--- config.mk ---
export PLATFORM = sky130hd
export DESIGN_NAME = swire_master
export DESIGN_NICKNAME = d
export VERILOG_FILES = /design/src/include/swire_pkg.sv /design/src/swire_pin_sync.sv /design/src/swire_master.sv
export SDC_FILE = /design/constraint.sdc
export NUM_CORES = 1
export LEC_CHECK = 0
export ABC_AREA = 1
export BUFFER_PORTS_ARGS = -buffer_cell sky130_fd_sc_hd__buf_2
export CAP_MARGIN = 40
export CORE_MARGIN = 10
export CORE_UTILIZATION = 59
export DETAILED_ROUTE_END_ITERATION = 16
export HOLD_SLACK_MARGIN = 0.06
export PLACE_DENSITY = 0.77
export SKIP_LAST_GASP = 1
export SLEW_MARGIN = 20
export SYNTH_ARGS = -nofsm -noshare
export SYNTH_HDL_FRONTEND = slang
export SYNTH_SLANG_ARGS = --single-unit
export TNS_END_PERCENT = 1
--- constraint.sdc ---
create_clock -name core_clk -period 5 [get_ports core_clk]
set_clock_uncertainty 0.1 [all_clocks]
set_input_delay 1.5 -clock core_clk [delete_from_list [all_inputs] [get_ports core_clk]]
set_output_delay 1.5 -clock core_clk [all_outputs]
set_load 0.05 [all_outputs]
--- src/include/swire_pkg.sv ---
// Functional notes
// - Software reset command drives bus reset pulse
// - Busy set while reset, write, read run
// - No presence after reset sets no-slave
// - Line low by other party sets stuck
// - Bus status reads zero when all clear
// - Undriven read bits return one
// - Lengths of one to four bytes, sub-byte
// - Standard or overdrive timing set selectable
// - Normal or late read sample point
// - Presence check after reset can be disabled
// - Normal or inverted bus polarity
// - Single pin or two pin arrangement
// - DMA reset option resets bus first
// - DMA read-after, chained write, chained read
// - Scatter-gather requests on enable and completion
// - DMA transfers 8, 16 or 32 bits
// - Five interrupt sources provided
// - Write-then-read completes only after read
// - Interrupt sources sticky until software clears
// - Only enabled sources reach interrupt line
// - Raw and masked status both readable
// - Write finishes before read begins
// - Bit count programmable one to thirty-two
package swire_pkg;
  localparam logic [3:0] ADDR_CTRL = 4'h0;
  localparam logic [3:0] ADDR_TXN = 4'h1;
  localparam logic [3:0] ADDR_WDATA = 4'h2;
  localparam logic [3:0] ADDR_RDATA = 4'h3;
  localparam logic [3:0] ADDR_STATUS = 4'h4;
  localparam logic [3:0] ADDR_IRQ_RAW = 4'h5;
  localparam logic [3:0] ADDR_IRQ_MASK = 4'h6;
  localparam logic [3:0] ADDR_IRQ_MSKD = 4'h7;
  localparam logic [3:0] ADDR_DMA = 4'h8;
  localparam logic [3:0] ADDR_TIM_STD = 4'h9;
  localparam logic [3:0] ADDR_TIM_OD = 4'hA;
  // CTRL fields
  localparam int CTRL_OVERDRIVE = 0;
  localparam int CTRL_LATE = 1;
  localparam int CTRL_NO_PRESENCE = 2;
  localparam int CTRL_INVERT = 3;
  localparam int CTRL_TWO_PIN = 4;
  // TXN fields: bit0 reset, bit1 write, bit2 read, [12:8] bit count minus one
  localparam int TXN_RESET = 0;
  localparam int TXN_WRITE = 1;
  localparam int TXN_READ = 2;
  localparam int TXN_CNT_LSB = 8;
  // STATUS fields
  localparam int ST_BUSY = 0;
  localparam int ST_NO_SLAVE = 1;
  localparam int ST_STUCK = 2;
  // IRQ fields
  localparam int IRQ_RESET_DONE = 0;
  localparam int IRQ_OP_DONE = 1;
  localparam int IRQ_NO_SLAVE = 2;
  localparam int IRQ_STUCK = 3;
  localparam int IRQ_DMA_DONE = 4;
  localparam int IRQ_W = 5;
  // DMA fields
  localparam int DMA_BUS_RESET = 0;
  localparam int DMA_READ_AFTER = 1;
  localparam int DMA_CHAIN_WRITE = 2;
  localparam int DMA_CHAIN_READ = 3;
  localparam int DMA_SG = 4;
  localparam int DMA_SIZE_LSB = 5;
  localparam logic [1:0] DMA_SIZE_BYTE = 2'h0;
  localparam logic [1:0] DMA_SIZE_HALF = 2'h1;
  localparam logic [1:0] DMA_SIZE_WORD = 2'h2;
  // Timing word: [31:24] reset low/4, [23:16] presence sample, [15:8] slot,
  // [7:4] low for one / sample point, [3:0] late sample extra
  localparam logic [31:0] TIM_STD_RST = 32'h78_12_0E_27;
  localparam logic [31:0] TIM_OD_RST = 32'h0F_03_02_12;
  localparam logic [31:0] CTRL_RST = 32'h0000_0000;
  localparam logic [31:0] RDATA_RST = 32'hFFFF_FFFF;
  localparam int STUCK_SLOTS = 4;
  // Read point past release: one cycle plus the two synchroniser stages
  localparam logic [9:0] SAMPLE_LAG = 10'h003;
  typedef enum logic [2:0] {
    S_IDLE = 3'b000,
    S_RST_LOW = 3'b001,
    S_RST_WAIT = 3'b010,
    S_BIT_LOW = 3'b011,
    S_BIT_REST = 3'b100
  } phase_t;
endpackage

--- src/swire_pin_sync.sv ---
`timescale 1ns/1ps
module swire_pin_sync
  import swire_pkg::*;
#(
  parameter int WIDTH = 2
) (
  input wire logic coreClk,
  input wire logic rstn,
  input wire logic [WIDTH-1:0] pinIn,
  output logic [WIDTH-1:0] pinSync
);
  typedef struct packed {
    logic [WIDTH-1:0] meta;
    logic [WIDTH-1:0] sync;
  } sync_state_t;
  sync_state_t state_reg, state_next;
  always_comb begin
    state_next.meta = pinIn;
    state_next.sync = state_reg.meta;
  end
  // Bus idles high, so reset to that level to avoid false stuck detection
  always_ff @(posedge coreClk or negedge rstn) begin
    if (!rstn) begin
      state_reg <= '1;
    end else begin
      state_reg <= state_next;
    end
  end
  assign pinSync = state_reg.sync;
endmodule

--- src/swire_master.sv ---
`timescale 1ns/1ps
module swire_master
  import swire_pkg::*;
(
  input wire logic core_clk,
  input wire logic rstn,
  input wire logic [3:0] addr,
  input wire logic [31:0] wdata,
  input wire logic wrStb,
  input wire logic rdStb,
  output logic [31:0] rdata,
  input wire logic dataIn,
  output logic dataOut,
  output logic dataOeN,
  input wire logic altIn,
  output logic altOut,
  output logic altOeN,
  output logic irq,
  output logic dmaReq,
  input wire logic dmaAck
);
  typedef struct packed {
    logic [31:0] ctrl;
    logic [31:0] timStd;
    logic [31:0] timOd;
    logic [31:0] wrData;
    logic [31:0] rdData;
    logic [31:0] shiftW;
    logic [31:0] shiftR;
    logic [7:0] dma;
    logic [IRQ_W-1:0] irqRaw;
    logic [IRQ_W-1:0] irqMask;
    logic noSlave;
    logic stuck;
    phase_t phase;
    logic doReset;
    logic doWrite;
    logic doRead;
    logic [4:0] cntLast;
    logic [4:0] bitIdx;
    logic [9:0] timer;
    logic presSeen;
    logic [2:0] stuckCnt;
    logic drvLow;
    logic dmaReq;
    logic [31:0] rdOut;
  } state_t;
  state_t s_reg, s_next;
  logic [1:0] pinSync;
  logic lineHigh;
  logic [31:0] tim;
  logic [9:0] rstLen, presPt, slotLen, lowOne, samplePt;
  logic [4:0] dmaCnt;

  swire_pin_sync #(.WIDTH(2)) u_sync (
    .coreClk(core_clk),
    .rstn(rstn),
    .pinIn({altIn, dataIn}),
    .pinSync(pinSync)
  );

  // Two pin arrangement senses on the alternate pin polarity applied
  assign lineHigh = (s_reg.ctrl[CTRL_TWO_PIN] ? pinSync[1] : pinSync[0])
                    ^ s_reg.ctrl[CTRL_INVERT];
  // Timing set per speed, all from programmable counts
  assign tim = s_reg.ctrl[CTRL_OVERDRIVE] ? s_reg.timOd : s_reg.timStd;
  assign rstLen = {tim[31:24], 2'b00};
  assign presPt = {2'b00, tim[23:16]};
  assign slotLen = {2'b00, tim[15:8]};
  assign lowOne = {6'h00, tim[7:4]};
  // Late sampling moves the read point later in the slot
  assign samplePt = s_reg.ctrl[CTRL_LATE] ? lowOne + {6'h00, tim[3:0]} + SAMPLE_LAG
                                          : lowOne + SAMPLE_LAG;
  always_comb begin
    unique case (s_reg.dma[DMA_SIZE_LSB +: 2])
      DMA_SIZE_HALF: dmaCnt = 5'h0F;
      DMA_SIZE_WORD: dmaCnt = 5'h1F;
      default: dmaCnt = 5'h07;
    endcase
  end

  always_comb begin
    logic [IRQ_W-1:0] irqSet;
    logic startTxn;
    logic opDone;
    logic rdBit;
    irqSet = '0;
    startTxn = 1'b0;
    opDone = 1'b0;
    rdBit = 1'b1;
    s_next = s_reg;
    s_next.timer = s_reg.timer + 10'h001;
    s_next.dmaReq = 1'b0;
    s_next.rdOut = 32'h0000_0000;

    if (rdStb) begin
      unique case (addr)
        ADDR_CTRL: s_next.rdOut = s_reg.ctrl;
        ADDR_WDATA: s_next.rdOut = s_reg.wrData;
        ADDR_RDATA: s_next.rdOut = s_reg.rdData;
        ADDR_STATUS: s_next.rdOut = {29'h0, s_reg.stuck, s_reg.noSlave,
                                     s_reg.phase != S_IDLE};
        ADDR_IRQ_RAW: s_next.rdOut = {27'h0, s_reg.irqRaw};
        ADDR_IRQ_MASK: s_next.rdOut = {27'h0, s_reg.irqMask};
        ADDR_IRQ_MSKD: s_next.rdOut = {27'h0, s_reg.irqRaw & s_reg.irqMask};
        ADDR_DMA: s_next.rdOut = {24'h0, s_reg.dma};
        ADDR_TIM_STD: s_next.rdOut = s_reg.timStd;
        ADDR_TIM_OD: s_next.rdOut = s_reg.timOd;
        default: s_next.rdOut = 32'h0000_0000;
      endcase
    end

    if (wrStb) begin
      unique case (addr)
        ADDR_CTRL: s_next.ctrl = wdata;
        ADDR_WDATA: s_next.wrData = wdata;
        ADDR_IRQ_RAW: s_next.irqRaw = s_reg.irqRaw & ~wdata[IRQ_W-1:0];
        ADDR_IRQ_MASK: s_next.irqMask = wdata[IRQ_W-1:0];
        ADDR_DMA: begin
          s_next.dma = wdata[7:0];
          // Scatter-gather asks for service at once on enable
          s_next.dmaReq = wdata[DMA_SG];
          if (wdata[DMA_BUS_RESET] && s_reg.phase == S_IDLE) begin
            s_next.doReset = 1'b1;
            // Reset alone; a previous command's transfer flags must not follow it
            s_next.doWrite = 1'b0;
            s_next.doRead = 1'b0;
            startTxn = 1'b1;
          end
        end
        ADDR_TIM_STD: s_next.timStd = wdata;
        ADDR_TIM_OD: s_next.timOd = wdata;
        ADDR_TXN: begin
          // Starts only when idle; a write while busy is dropped
          if (s_reg.phase == S_IDLE) begin
            s_next.doReset = wdata[TXN_RESET];
            s_next.doWrite = wdata[TXN_WRITE];
            s_next.doRead = wdata[TXN_READ];
            s_next.cntLast = wdata[TXN_CNT_LSB +: 5];
            startTxn = |wdata[TXN_READ:TXN_RESET];
          end
        end
        default: ;
      endcase
    end

    // DMA acknowledge launches a sized transfer when the bus is idle
    if (dmaAck && s_reg.phase == S_IDLE && !startTxn) begin
      s_next.cntLast = dmaCnt;
      s_next.doReset = 1'b0;
      s_next.doWrite = s_reg.dma[DMA_CHAIN_WRITE];
      s_next.doRead = s_reg.dma[DMA_CHAIN_READ] | s_reg.dma[DMA_READ_AFTER];
      if (wrStb && addr == ADDR_WDATA) begin
        s_next.shiftW = wdata;
      end
      startTxn = 1'b1;
    end

    unique case (s_reg.phase)
      S_IDLE: begin
        if (startTxn) begin
          s_next.timer = '0;
          s_next.bitIdx = '0;
          s_next.shiftW = (wrStb && addr == ADDR_WDATA) ? wdata : s_reg.wrData;
          s_next.shiftR = RDATA_RST;
          if (s_next.doReset) begin
            s_next.phase = S_RST_LOW;
            s_next.drvLow = 1'b1;
            s_next.presSeen = 1'b0;
          end else begin
            s_next.phase = S_BIT_LOW;
            s_next.drvLow = 1'b1;
          end
        end
      end
      S_RST_LOW: begin
        // Timer starts at zero, so leave one early to hold exactly rstLen cycles
        if (s_reg.timer >= rstLen - 10'h001) begin
          s_next.phase = S_RST_WAIT;
          s_next.drvLow = 1'b0;
          s_next.timer = '0;
        end
      end
      S_RST_WAIT: begin
        if (s_reg.timer == presPt && !lineHigh) begin
          s_next.presSeen = 1'b1;
        end
        if (s_reg.timer >= rstLen) begin
          s_next.doReset = 1'b0;
          s_next.timer = '0;
          irqSet[IRQ_RESET_DONE] = 1'b1;
          if (!s_reg.presSeen && !s_reg.ctrl[CTRL_NO_PRESENCE]) begin
            s_next.noSlave = 1'b1;
            irqSet[IRQ_NO_SLAVE] = 1'b1;
          end else begin
            s_next.noSlave = 1'b0;
          end
          if (s_reg.doWrite || s_reg.doRead) begin
            s_next.phase = S_BIT_LOW;
            s_next.drvLow = 1'b1;
          end else begin
            s_next.phase = S_IDLE;
          end
        end
      end
      S_BIT_LOW: begin
        // A write of 1 and any read release early; a write of 0 holds the slot
        if (s_reg.timer >= lowOne && !(s_reg.doWrite && !s_reg.shiftW[0])) begin
          s_next.drvLow = 1'b0;
          s_next.phase = S_BIT_REST;
        end
        if (s_reg.timer >= slotLen - 10'h002) begin
          s_next.drvLow = 1'b0;
          s_next.phase = S_BIT_REST;
        end
      end
      S_BIT_REST: begin
        if (!s_reg.doWrite && s_reg.timer == samplePt) begin
          rdBit = lineHigh;
          // Assemble LSB first: shift right, new bit enters at bit 31
          s_next.shiftR = {rdBit, s_reg.shiftR[31:1]};
        end
        if (s_reg.timer >= slotLen) begin
          s_next.timer = '0;
          if (s_reg.bitIdx == s_reg.cntLast) begin
            s_next.bitIdx = '0;
            if (s_reg.doWrite && s_reg.doRead) begin
              s_next.doWrite = 1'b0;
              s_next.shiftR = RDATA_RST;
              s_next.phase = S_BIT_LOW;
              s_next.drvLow = 1'b1;
            end else begin
              s_next.phase = S_IDLE;
              opDone = 1'b1;
              if (!s_reg.doWrite) begin
                // Right-align; bits above the count read as one
                s_next.rdData = ~(~s_reg.shiftR >> (5'd31 - s_reg.cntLast));
              end
            end
          end else begin
            s_next.bitIdx = s_reg.bitIdx + 5'h01;
            s_next.shiftW = {1'b1, s_reg.shiftW[31:1]};
            s_next.phase = S_BIT_LOW;
            s_next.drvLow = 1'b1;
          end
        end
      end
      default: s_next.phase = S_IDLE;
    endcase

    // Line low while released with the bus idle (S_IDLE) counts as stuck
    if (!s_reg.drvLow && !lineHigh && s_reg.phase == S_IDLE) begin
      if (s_reg.timer[7:0] == 8'hFF) begin
        if (s_reg.stuckCnt != 3'(STUCK_SLOTS)) begin
          s_next.stuckCnt = s_reg.stuckCnt + 3'h1;
        end else begin
          s_next.stuck = 1'b1;
          irqSet[IRQ_STUCK] = !s_reg.stuck;
        end
      end
    end else if (lineHigh) begin
      s_next.stuckCnt = '0;
      s_next.stuck = 1'b0;
    end

    if (opDone) begin
      irqSet[IRQ_OP_DONE] = 1'b1;
      if (s_reg.dma[DMA_CHAIN_WRITE] | s_reg.dma[DMA_CHAIN_READ] | s_reg.dma[DMA_SG]
          | s_reg.dma[DMA_READ_AFTER]) begin
        s_next.dmaReq = 1'b1;
        irqSet[IRQ_DMA_DONE] = 1'b1;
      end
    end
    // Set wins over a clear in the same cycle
    s_next.irqRaw = s_next.irqRaw | irqSet;
  end

  always_ff @(posedge core_clk or negedge rstn) begin
    if (!rstn) begin
      s_reg <= '0;
      s_reg.ctrl <= CTRL_RST;
      s_reg.timStd <= TIM_STD_RST;
      s_reg.timOd <= TIM_OD_RST;
      s_reg.rdData <= RDATA_RST;
      s_reg.phase <= S_IDLE;
    end else begin
      s_reg <= s_next;
    end
  end

  // Open drain: enable low drives the level that means line low
  assign dataOut = s_reg.ctrl[CTRL_INVERT];
  assign altOut = s_reg.ctrl[CTRL_INVERT];
  assign dataOeN = !s_reg.drvLow;
  assign altOeN = !(s_reg.drvLow && s_reg.ctrl[CTRL_TWO_PIN]);
  assign irq = |(s_reg.irqRaw & s_reg.irqMask);
  assign dmaReq = s_reg.dmaReq;
  assign rdata = s_reg.rdOut;

  property p_busy_reset;
    @(posedge core_clk) disable iff (!rstn)
      (wrStb && addr == ADDR_TXN && wdata[TXN_RESET] && s_reg.phase == S_IDLE)
      |=> s_reg.phase == S_RST_LOW && s_reg.drvLow;
  endproperty
  a_busy_reset: assert property (p_busy_reset) else $error("reset not started");

  property p_irq_mask;
    @(posedge core_clk) disable iff (!rstn)
      irq == |(s_reg.irqRaw & s_reg.irqMask);
  endproperty
  a_irq_mask: assert property (p_irq_mask) else $error("irq mask wrong");

  property p_sticky;
    @(posedge core_clk) disable iff (!rstn)
      (s_reg.irqRaw[IRQ_OP_DONE] && !(wrStb && addr == ADDR_IRQ_RAW))
      |=> s_reg.irqRaw[IRQ_OP_DONE];
  endproperty
  a_sticky: assert property (p_sticky) else $error("irq dropped");

  property p_rdata_lat;
    @(posedge core_clk) disable iff (!rstn)
      (rdStb && addr == ADDR_IRQ_MASK) |=> rdata == {27'h0, $past(s_reg.irqMask)};
  endproperty
  a_rdata_lat: assert property (p_rdata_lat) else $error("read data late");

  property p_status_busy;
    @(posedge core_clk) disable iff (!rstn)
      (rdStb && addr == ADDR_STATUS) |=> rdata[ST_BUSY] == ($past(s_reg.phase) != S_IDLE);
  endproperty
  a_status_busy: assert property (p_status_busy) else $error("busy flag wrong");

  property p_no_slave;
    @(posedge core_clk) disable iff (!rstn)
      (s_reg.phase == S_RST_WAIT && s_reg.timer >= rstLen && !s_reg.presSeen
       && !s_reg.ctrl[CTRL_NO_PRESENCE]) |=> s_reg.noSlave && s_reg.irqRaw[IRQ_NO_SLAVE];
  endproperty
  a_no_slave: assert property (p_no_slave) else $error("no slave not flagged");

  property p_alt_quiet;
    @(posedge core_clk) disable iff (!rstn)
      !s_reg.ctrl[CTRL_TWO_PIN] |-> altOeN;
  endproperty
  a_alt_quiet: assert property (p_alt_quiet) else $error("alt pin driven");

  property p_wr_then_rd;
    @(posedge core_clk) disable iff (!rstn)
      (s_reg.phase == S_BIT_REST && s_reg.timer >= slotLen && s_reg.bitIdx == s_reg.cntLast
       && s_reg.doWrite && s_reg.doRead) |=> s_reg.phase == S_BIT_LOW && !s_reg.doWrite;
  endproperty
  a_wr_then_rd: assert property (p_wr_then_rd) else $error("read not after write");
endmodule

==> results_dict.tcl, run 1 <==
set metrics [dict create \
    min_period_ns 4.16 \
    diodes 0 \
    largest_reg_flops 274 \
    vias 16700 \
    required_ns 5.33 \
    use_met1_pct 38.0 \
    gp_congestion 0.986 \
    worstSetupEndpointType "flip-flop" \
    grt_busiest_layer "met2" \
    placed_cell_area_um2 18400 \
    cts_buffers 36 \
    dp_slack_ns 0.981 \
    ir_drop_v 0.000311 \
    max_freq_ghz 0.240 \
    postLayoutSetupSlackWorst_ns 0.839 \
    met3_usage_pct 4.37 \
    core_um2 29800 \
    synth.mux.area_fraction_pct 1.17 \
    status "finished, final reports clean" \
    synth_top_family_by_area "simple AND/OR/NAND/NOR gates" \
    die-width_um 194 \
    cts_root_buffer "clkbuf_16" \
    worstHoldStart "u_sync.state_next[1]" \
    track_usage_pct 28.2 \
    synthAdderAreaFrac_pct 3.82 \
    maxSlewHeadroom_pct 37.9 \
    routed_wl_mm 55.1 \
    crit_arrival_ns 4.49 \
    grt_max_degree 100 \
    cap_violations 0 \
    cp_max_fo 27 \
    cts_tree "built" \
    grt.overflow.total 0 \
    dpl.hpwl_mm 39.2 \
    rows 63 \
    drt-initial-drc-count 1969 \
    worstRegToRegCells 21 \
    synthArstFlopShare_pct 100 \
    criticalPathCategory "reg2reg" \
    setup-violations-final 0 \
    start_kind "flip-flop" \
    cts_resized 0 \
    ant_nets 0 \
    dr.pass1.iters 6 \
    antenna_found_initial 0 \
    grt_pass1_wl_mm 87.1 \
    synth-simple-area-share_pct 23.6 \
    die_y_um 194 \
    cts_buffer_depth 3 \
    drv_slew 0 \
    synth-edff-count 0 \
    nets 2452 \
    netlist_instances 2353 \
    period_share_pct 83.2 \
    netlist_area_um2 17900 \
    fillers 2532 \
    io_buffers 80 \
    cts_hold_buf 0 \
    cts-htree-levels 2 \
    numClockSinks 312 \
    synthFlopType "dfrtp_1" \
    cts_setup_buffers 0 \
    drc 0 \
    tns_ns 0 \
    die_area_um2 37700 \
    whs_endpoint "u_sync.pinSync[1]" \
    grt_use_met2_pct 45.7 \
    numPlacedInstances 2707 \
    syn_avg_cell_area_um2 7.61 \
    syn_to_final_growth_pct 9.52 \
    p_per_area_nw_per_um2 528 \
    hold_path_depth 0 \
    synthXorXnorAreaFrac_pct 1.13 \
    p_leak_nw 9.65 \
    clk_pin_slew_ns 0.06 \
    yosysUniqueCellTypes 51 \
    drt-vias-per-instance 6.01 \
    r2r_start "s_reg[276]" \
    start_util_pct 60.1 \
    instances_no_fill 2773 \
    wire_per_inst_um 19.9 \
    drive_gt1_share_pct 11.7 \
    clk_latency_ns 0.53 \
    synthesis.nets 2450 \
    hp-class "reg2reg" \
    ff2ff_setup_slack_ns 0.84 \
    rsz0062_at_grt "no" \
    timing.rr.end "s_reg[114]" \
    postLayoutCellArea_um2 19600 \
    worst_pin_slew_ns 0.932 \
    grt_pass1_vias 15900 \
    synth_warnings 0 \
    yosysSeqAreaShare_pct 44.0 \
    synth_compound_area_share_pct 16.9 \
    io_pins 81 \
    hold_viol 0 \
    synth-seq-cells 312 \
]
-- cell usage after synthesis (all sizes together), types with 6 or more instances --
library cell | n | area, um2
a21oi | 95 | 479
a221oi | 28 | 245
buf | 82 | 532
clkbuf | 68 | 259
dfrtp | 254 | 6360
dfstp | 58 | 1520
ha | 53 | 663
inv | 231 | 867
mux2i | 21 | 210
nand2 | 699 | 2650
nand3 | 176 | 896
nand4 | 13 | 81.3
nor2 | 102 | 428
nor3 | 11 | 60.1
o211ai | 16 | 120
o21a | 6 | 45.0
o21ai | 327 | 1640
o21bai | 32 | 240
o22ai | 16 | 100
xnor2 | 6 | 52.6
xor2 | 17 | 149
-- routing by layer --
layer  vias to the layer above  routed length [um]
li1                       7725                   -
met1                      7968               22900
met2                       854               25800
met3                       111                4900
met4                         0                1480
met5                         -                   0
-- cell type report --
cell class	instances	area, um2	area share, %
multi-input combinational	1655	8360	42.6
sequential	312	7880	40.2
clock buffer	52	1100	5.62
inverter	236	888	4.53
timing repair buffer	114	751	3.83
tap	390	488	2.49
clock inverter	14	133	0.677
-- cells in the final DEF (no fill, tap or decap), drive strengths merged, types with 2 or more instances in the layout --
cell type,netlist,final
nand4,13,13
nor4,2,2
o21a,6,6
bufinv,0,2
a221oi,28,28
nand2,699,699
dfstp,58,58
nor2,102,102
nand3,176,176
a211oi,2,2
xnor2,6,6
clkbuf,68,52
nor3b,2,2
a31oi,4,4
o31ai,5,5
o21bai,32,32
dfrtp,254,254
o211ai,16,16
and2,3,3
a41oi,3,3
o21ai,327,327
a21oi,95,95
o221ai,4,4
buf,82,114
o22ai,16,16
xor2,17,17
mux2i,21,21
or2,5,5
clkinv,5,13
nor3,11,11
inv,231,233
and3,2,2
ha,53,53
clkinvlp,0,2
-- metrics by stage --
stage | power [mW] | utilization (%) | hold slack (ns)
global route | 11.0 | 65.8 | 0.260
detailed placement | 7.56 | 61.6 | 0.250
CTS | 10.3 | 65.8 | 0.258
floorplan | 6.47 | - | 0.245
global placement | 7.43 | 61.5 | 0.246
finish | 10.4 | 65.8 | 0.252
-- cell families after synthesis --
logic type	after synthesis
adders and majority gates	54
xor gates and xnor gates	23
and+or+nand+nor	1016
buffers and inverters	386
DFF	312
AOI/OAI and AO/OA	541
muxes	21
-- power breakdown --
group / switching [mW] / total [mW] / internal, mW / leakage (nW)
Sequential: 0.464 / 3.61 / 3.15 / 3.79
Combinational: 2.73 / 4.02 / 1.29 / 5.24
Clock: 1.08 / 2.72 / 1.64 / 0.615
Total: 4.27 / 10.4 / 6.08 / 9.65
-- worst max-delay path, stage by stage (launching register included) --
cell	delay (ns)
dfrtp_2	0.53
inv_2	0.18
nand2_1	0.10
nand2_1	0.13
ha_1	0.30
inv_1	0.06
ha_1	0.17
inv_1	0.07
fa_1	0.42
inv_1	0.09
nand2_1	0.07
nand2_1	0.08
nand3_1	0.06
nand2_1	0.09
nand2_1	0.06
nor2_1	0.10
nand3_1	0.12
nor2_4	0.53
nand2_4	0.34
nand2_1	0.16
nand2_2	0.12
a21oi_1	0.16
-- worst max path at each step --
stage | start | to | slack (ns) | cells past startpoint
3_5_place_dp | s_reg[276] | s_reg[111] | 0.98 | 21
6_report | s_reg[276] | s_reg[114] | 0.84 | 21
2_1_floorplan | s_reg[276] | s_reg[100] | 1.46 | 17
3_3_place_gp | s_reg[276] | s_reg[111] | 0.95 | 21
4_1_cts | s_reg[276] | s_reg[97] | 0.94 | 21
5_1_grt | s_reg[276] | s_reg[114] | 0.53 | 21
Power figures use the tool's default switching activity.
==> run 2, diff against run 1 <==
==> constraint.sdc (replaced) <==
create_clock -name core_clk -period 3.95 [get_ports core_clk]
set_clock_uncertainty 0.1 [all_clocks]
set_input_delay 1.185 -clock core_clk [delete_from_list [all_inputs] [get_ports core_clk]]
set_output_delay 1.185 -clock core_clk [all_outputs]
set_load 0.05 [all_outputs]
==> run 2 against run 1 <==
Against the previous run:
- combinational power rose by 30%
- global-route usage rose by 0.58 points
- wire length rose by 1.8%
- largest cell class unchanged
- critical path type unchanged
- via count rose by 0.23%
- worst setup slack got worse by 0.61 ns
- sequential share of layout area fell by 0.20 points
- critical path depth fell by 2
- sequential power rose by 26%
- clock-buffer cell count did not move
==> results_dict.tcl, run 2 (synthesis gave the netlist of run 1 again) <==
set metrics [dict create \
    drive_gt1_share_pct 12.2 \
    worst_pin_slew_ns 0.788 \
    drt-vias-per-instance 5.98 \
    io_pins 81 \
    crit_arrival_ns 4.05 \
    clk_latency_ns 0.54 \
    routed_wl_mm 56.1 \
    drc 0 \
    start_kind "flip-flop" \
    grt_pass1_vias 15900 \
    worstHoldStart "u_sync.state_next[1]" \
    timing.rr.end "s_reg[63]" \
    hold_viol 0 \
    ff2ff_setup_slack_ns 0.23 \
    clkPwrFrac_pct 25.4 \
    cts_setup_buffers 0 \
    io_buffers 80 \
    hold_path_depth 0 \
    drt-initial-drc-count 1802 \
    cts_buffers 36 \
    rsz0062_at_grt "yes" \
    vias 16700 \
    combPwrFrac_pct 39.9 \
    numPlacedInstances 2726 \
    die_area_um2 37700 \
    hp-class "reg2reg" \
    track_usage_pct 28.7 \
    rows 63 \
    instances_no_fill 2792 \
    crit_path_start "s_reg[276]" \
    p_per_area_nw_per_um2 666 \
    drv_slew 0 \
    start_util_pct 60.1 \
    dpl.hpwl_mm 39.3 \
    p_seq_share_pct 34.7 \
    numClockSinks 312 \
    dr.pass1.iters 6 \
    die_y_um 194 \
    cts_root_buffer "clkbuf_16" \
    die-width_um 194 \
    p_leak_nw 9.71 \
    swShare_pct 41.7 \
    r2r_start "s_reg[276]" \
    worstRegToRegCells 19 \
    ant_nets 0 \
    cap_violations 0 \
    switchingPower_mw 5.46 \
    grt_pass1_wl_mm 87.7 \
    diodes 0 \
    p_int_mw 7.65 \
    largest_reg_flops 274 \
    clk_pin_slew_ns 0.06 \
    setup-violations-final 0 \
    layout_commonest_cell "nand2_1" \
    status "finished, final reports clean" \
    worstSetupEndpointType "flip-flop" \
    syn_to_final_growth_pct 10.1 \
    nets 2471 \
    max_freq_ghz 0.269 \
    min_period_ns 3.72 \
    required_ns 4.28 \
    whs_endpoint "u_sync.pinSync[1]" \
    criticalPathCategory "reg2reg" \
    final_cell_mix "nand2_1, o21ai_0, dfrtp_1, inv_1, nand3_1" \
    final_core_utilization_pct 66.1 \
    maxSlewHeadroom_pct 47.4 \
    cp_max_fo 29 \
    gp_congestion 0.962 \
    grt.overflow.total 0 \
    ir_drop_v 0.000392 \
    period_share_pct 94.2 \
    cts_tree "built" \
    core_um2 29800 \
    wire_per_inst_um 20.1 \
    cts_buffer_depth 3 \
    antenna_found_initial 1 \
    cts-htree-levels 2 \
    grt_max_degree 74 \
    fillers 2588 \
]
-- run 2: cell type report --
class                   count  area [um2]  share of cell area, %
well taps                 390         488                   2.48
clock buffers              52        1020                   5.18
multi-input cells        1655        8360                   42.4
inverters                 236         888                   4.51
clock inverters            14         156                  0.794
flip-flops and latches    312        7880                   40.0
repair buffers            133         908                   4.61
-- run 2: stage by stage --
stage / power (mW) / setup slack (ns) / hold WS [ns] / TNS (ns) / area [um2]
2_1_floorplan: 8.19 / 0.407 / 0.245 / 0 / 17900
3_3_place_gp: 9.51 / 0.385 / 0.247 / 0 / 18500
3_5_place_dp: 9.67 / 0.358 / 0.248 / 0 / 18500
4_1_cts: 13.0 / 0.343 / 0.254 / 0 / 19700
5_1_grt: 14.0 / -0.0660 / 0.259 / -0.107 / 19700
6_report: 13.1 / 0.230 / 0.254 / 0 / 19700
-- run 2: layer usage --
metal	track usage (%)	vias to the layer above	share of wire, %
met1	38.6	7960	41
met2	44.3	853	45
li1	-	7753	-
met3	6.17	129	9.8
met5	0	-	0.012
met4	11.5	2	3.6
-- run 2: worst max-delay path by stage --
stage	cells after the start	end	slack (ns)
detailed placement	17	s_reg[41]	0.36
global route	19	s_reg[63]	-0.07
finish	19	s_reg[63]	0.23
floorplan	17	s_reg[100]	0.41
CTS	17	s_reg[41]	0.34
global placement	17	s_reg[43]	0.39
-- run 2: repair_timing --
action | in CTS | in global routing
setup endpoints to repair | 0 | 12
gates resized for setup | 0 | 1
hold buffers | 0 | 0
-- run 2: critical path, cell delays in order, from the launching register on --
cell,delay (ns)
dfrtp_2,0.52
buf_4,0.37
nand2_1,0.09
o21ai_0,0.11
buf_4,0.18
ha_1,0.14
inv_1,0.05
nor2_1,0.18
nand2_1,0.09
xnor2_1,0.19
ha_1,0.28
a21oi_1,0.16
o21a_1,0.13
nand3_1,0.07
nor2_1,0.30
nand3_1,0.26
nand2_1,0.19
nand2_1,0.09
nand2_1,0.06
inv_1,0.04
-- run 2: power by group through the flow --
stage | clock [mW] | sequential, mW | combinational (mW)
3_3_place_gp | 0 | 4.53 | 4.97
5_1_grt | 3.49 | 4.63 | 5.88
4_1_cts | 3.36 | 4.53 | 5.14
3_5_place_dp | 0 | 4.57 | 5.10
6_report | 3.33 | 4.55 | 5.23
2_1_floorplan | 0 | 4.39 | 3.80
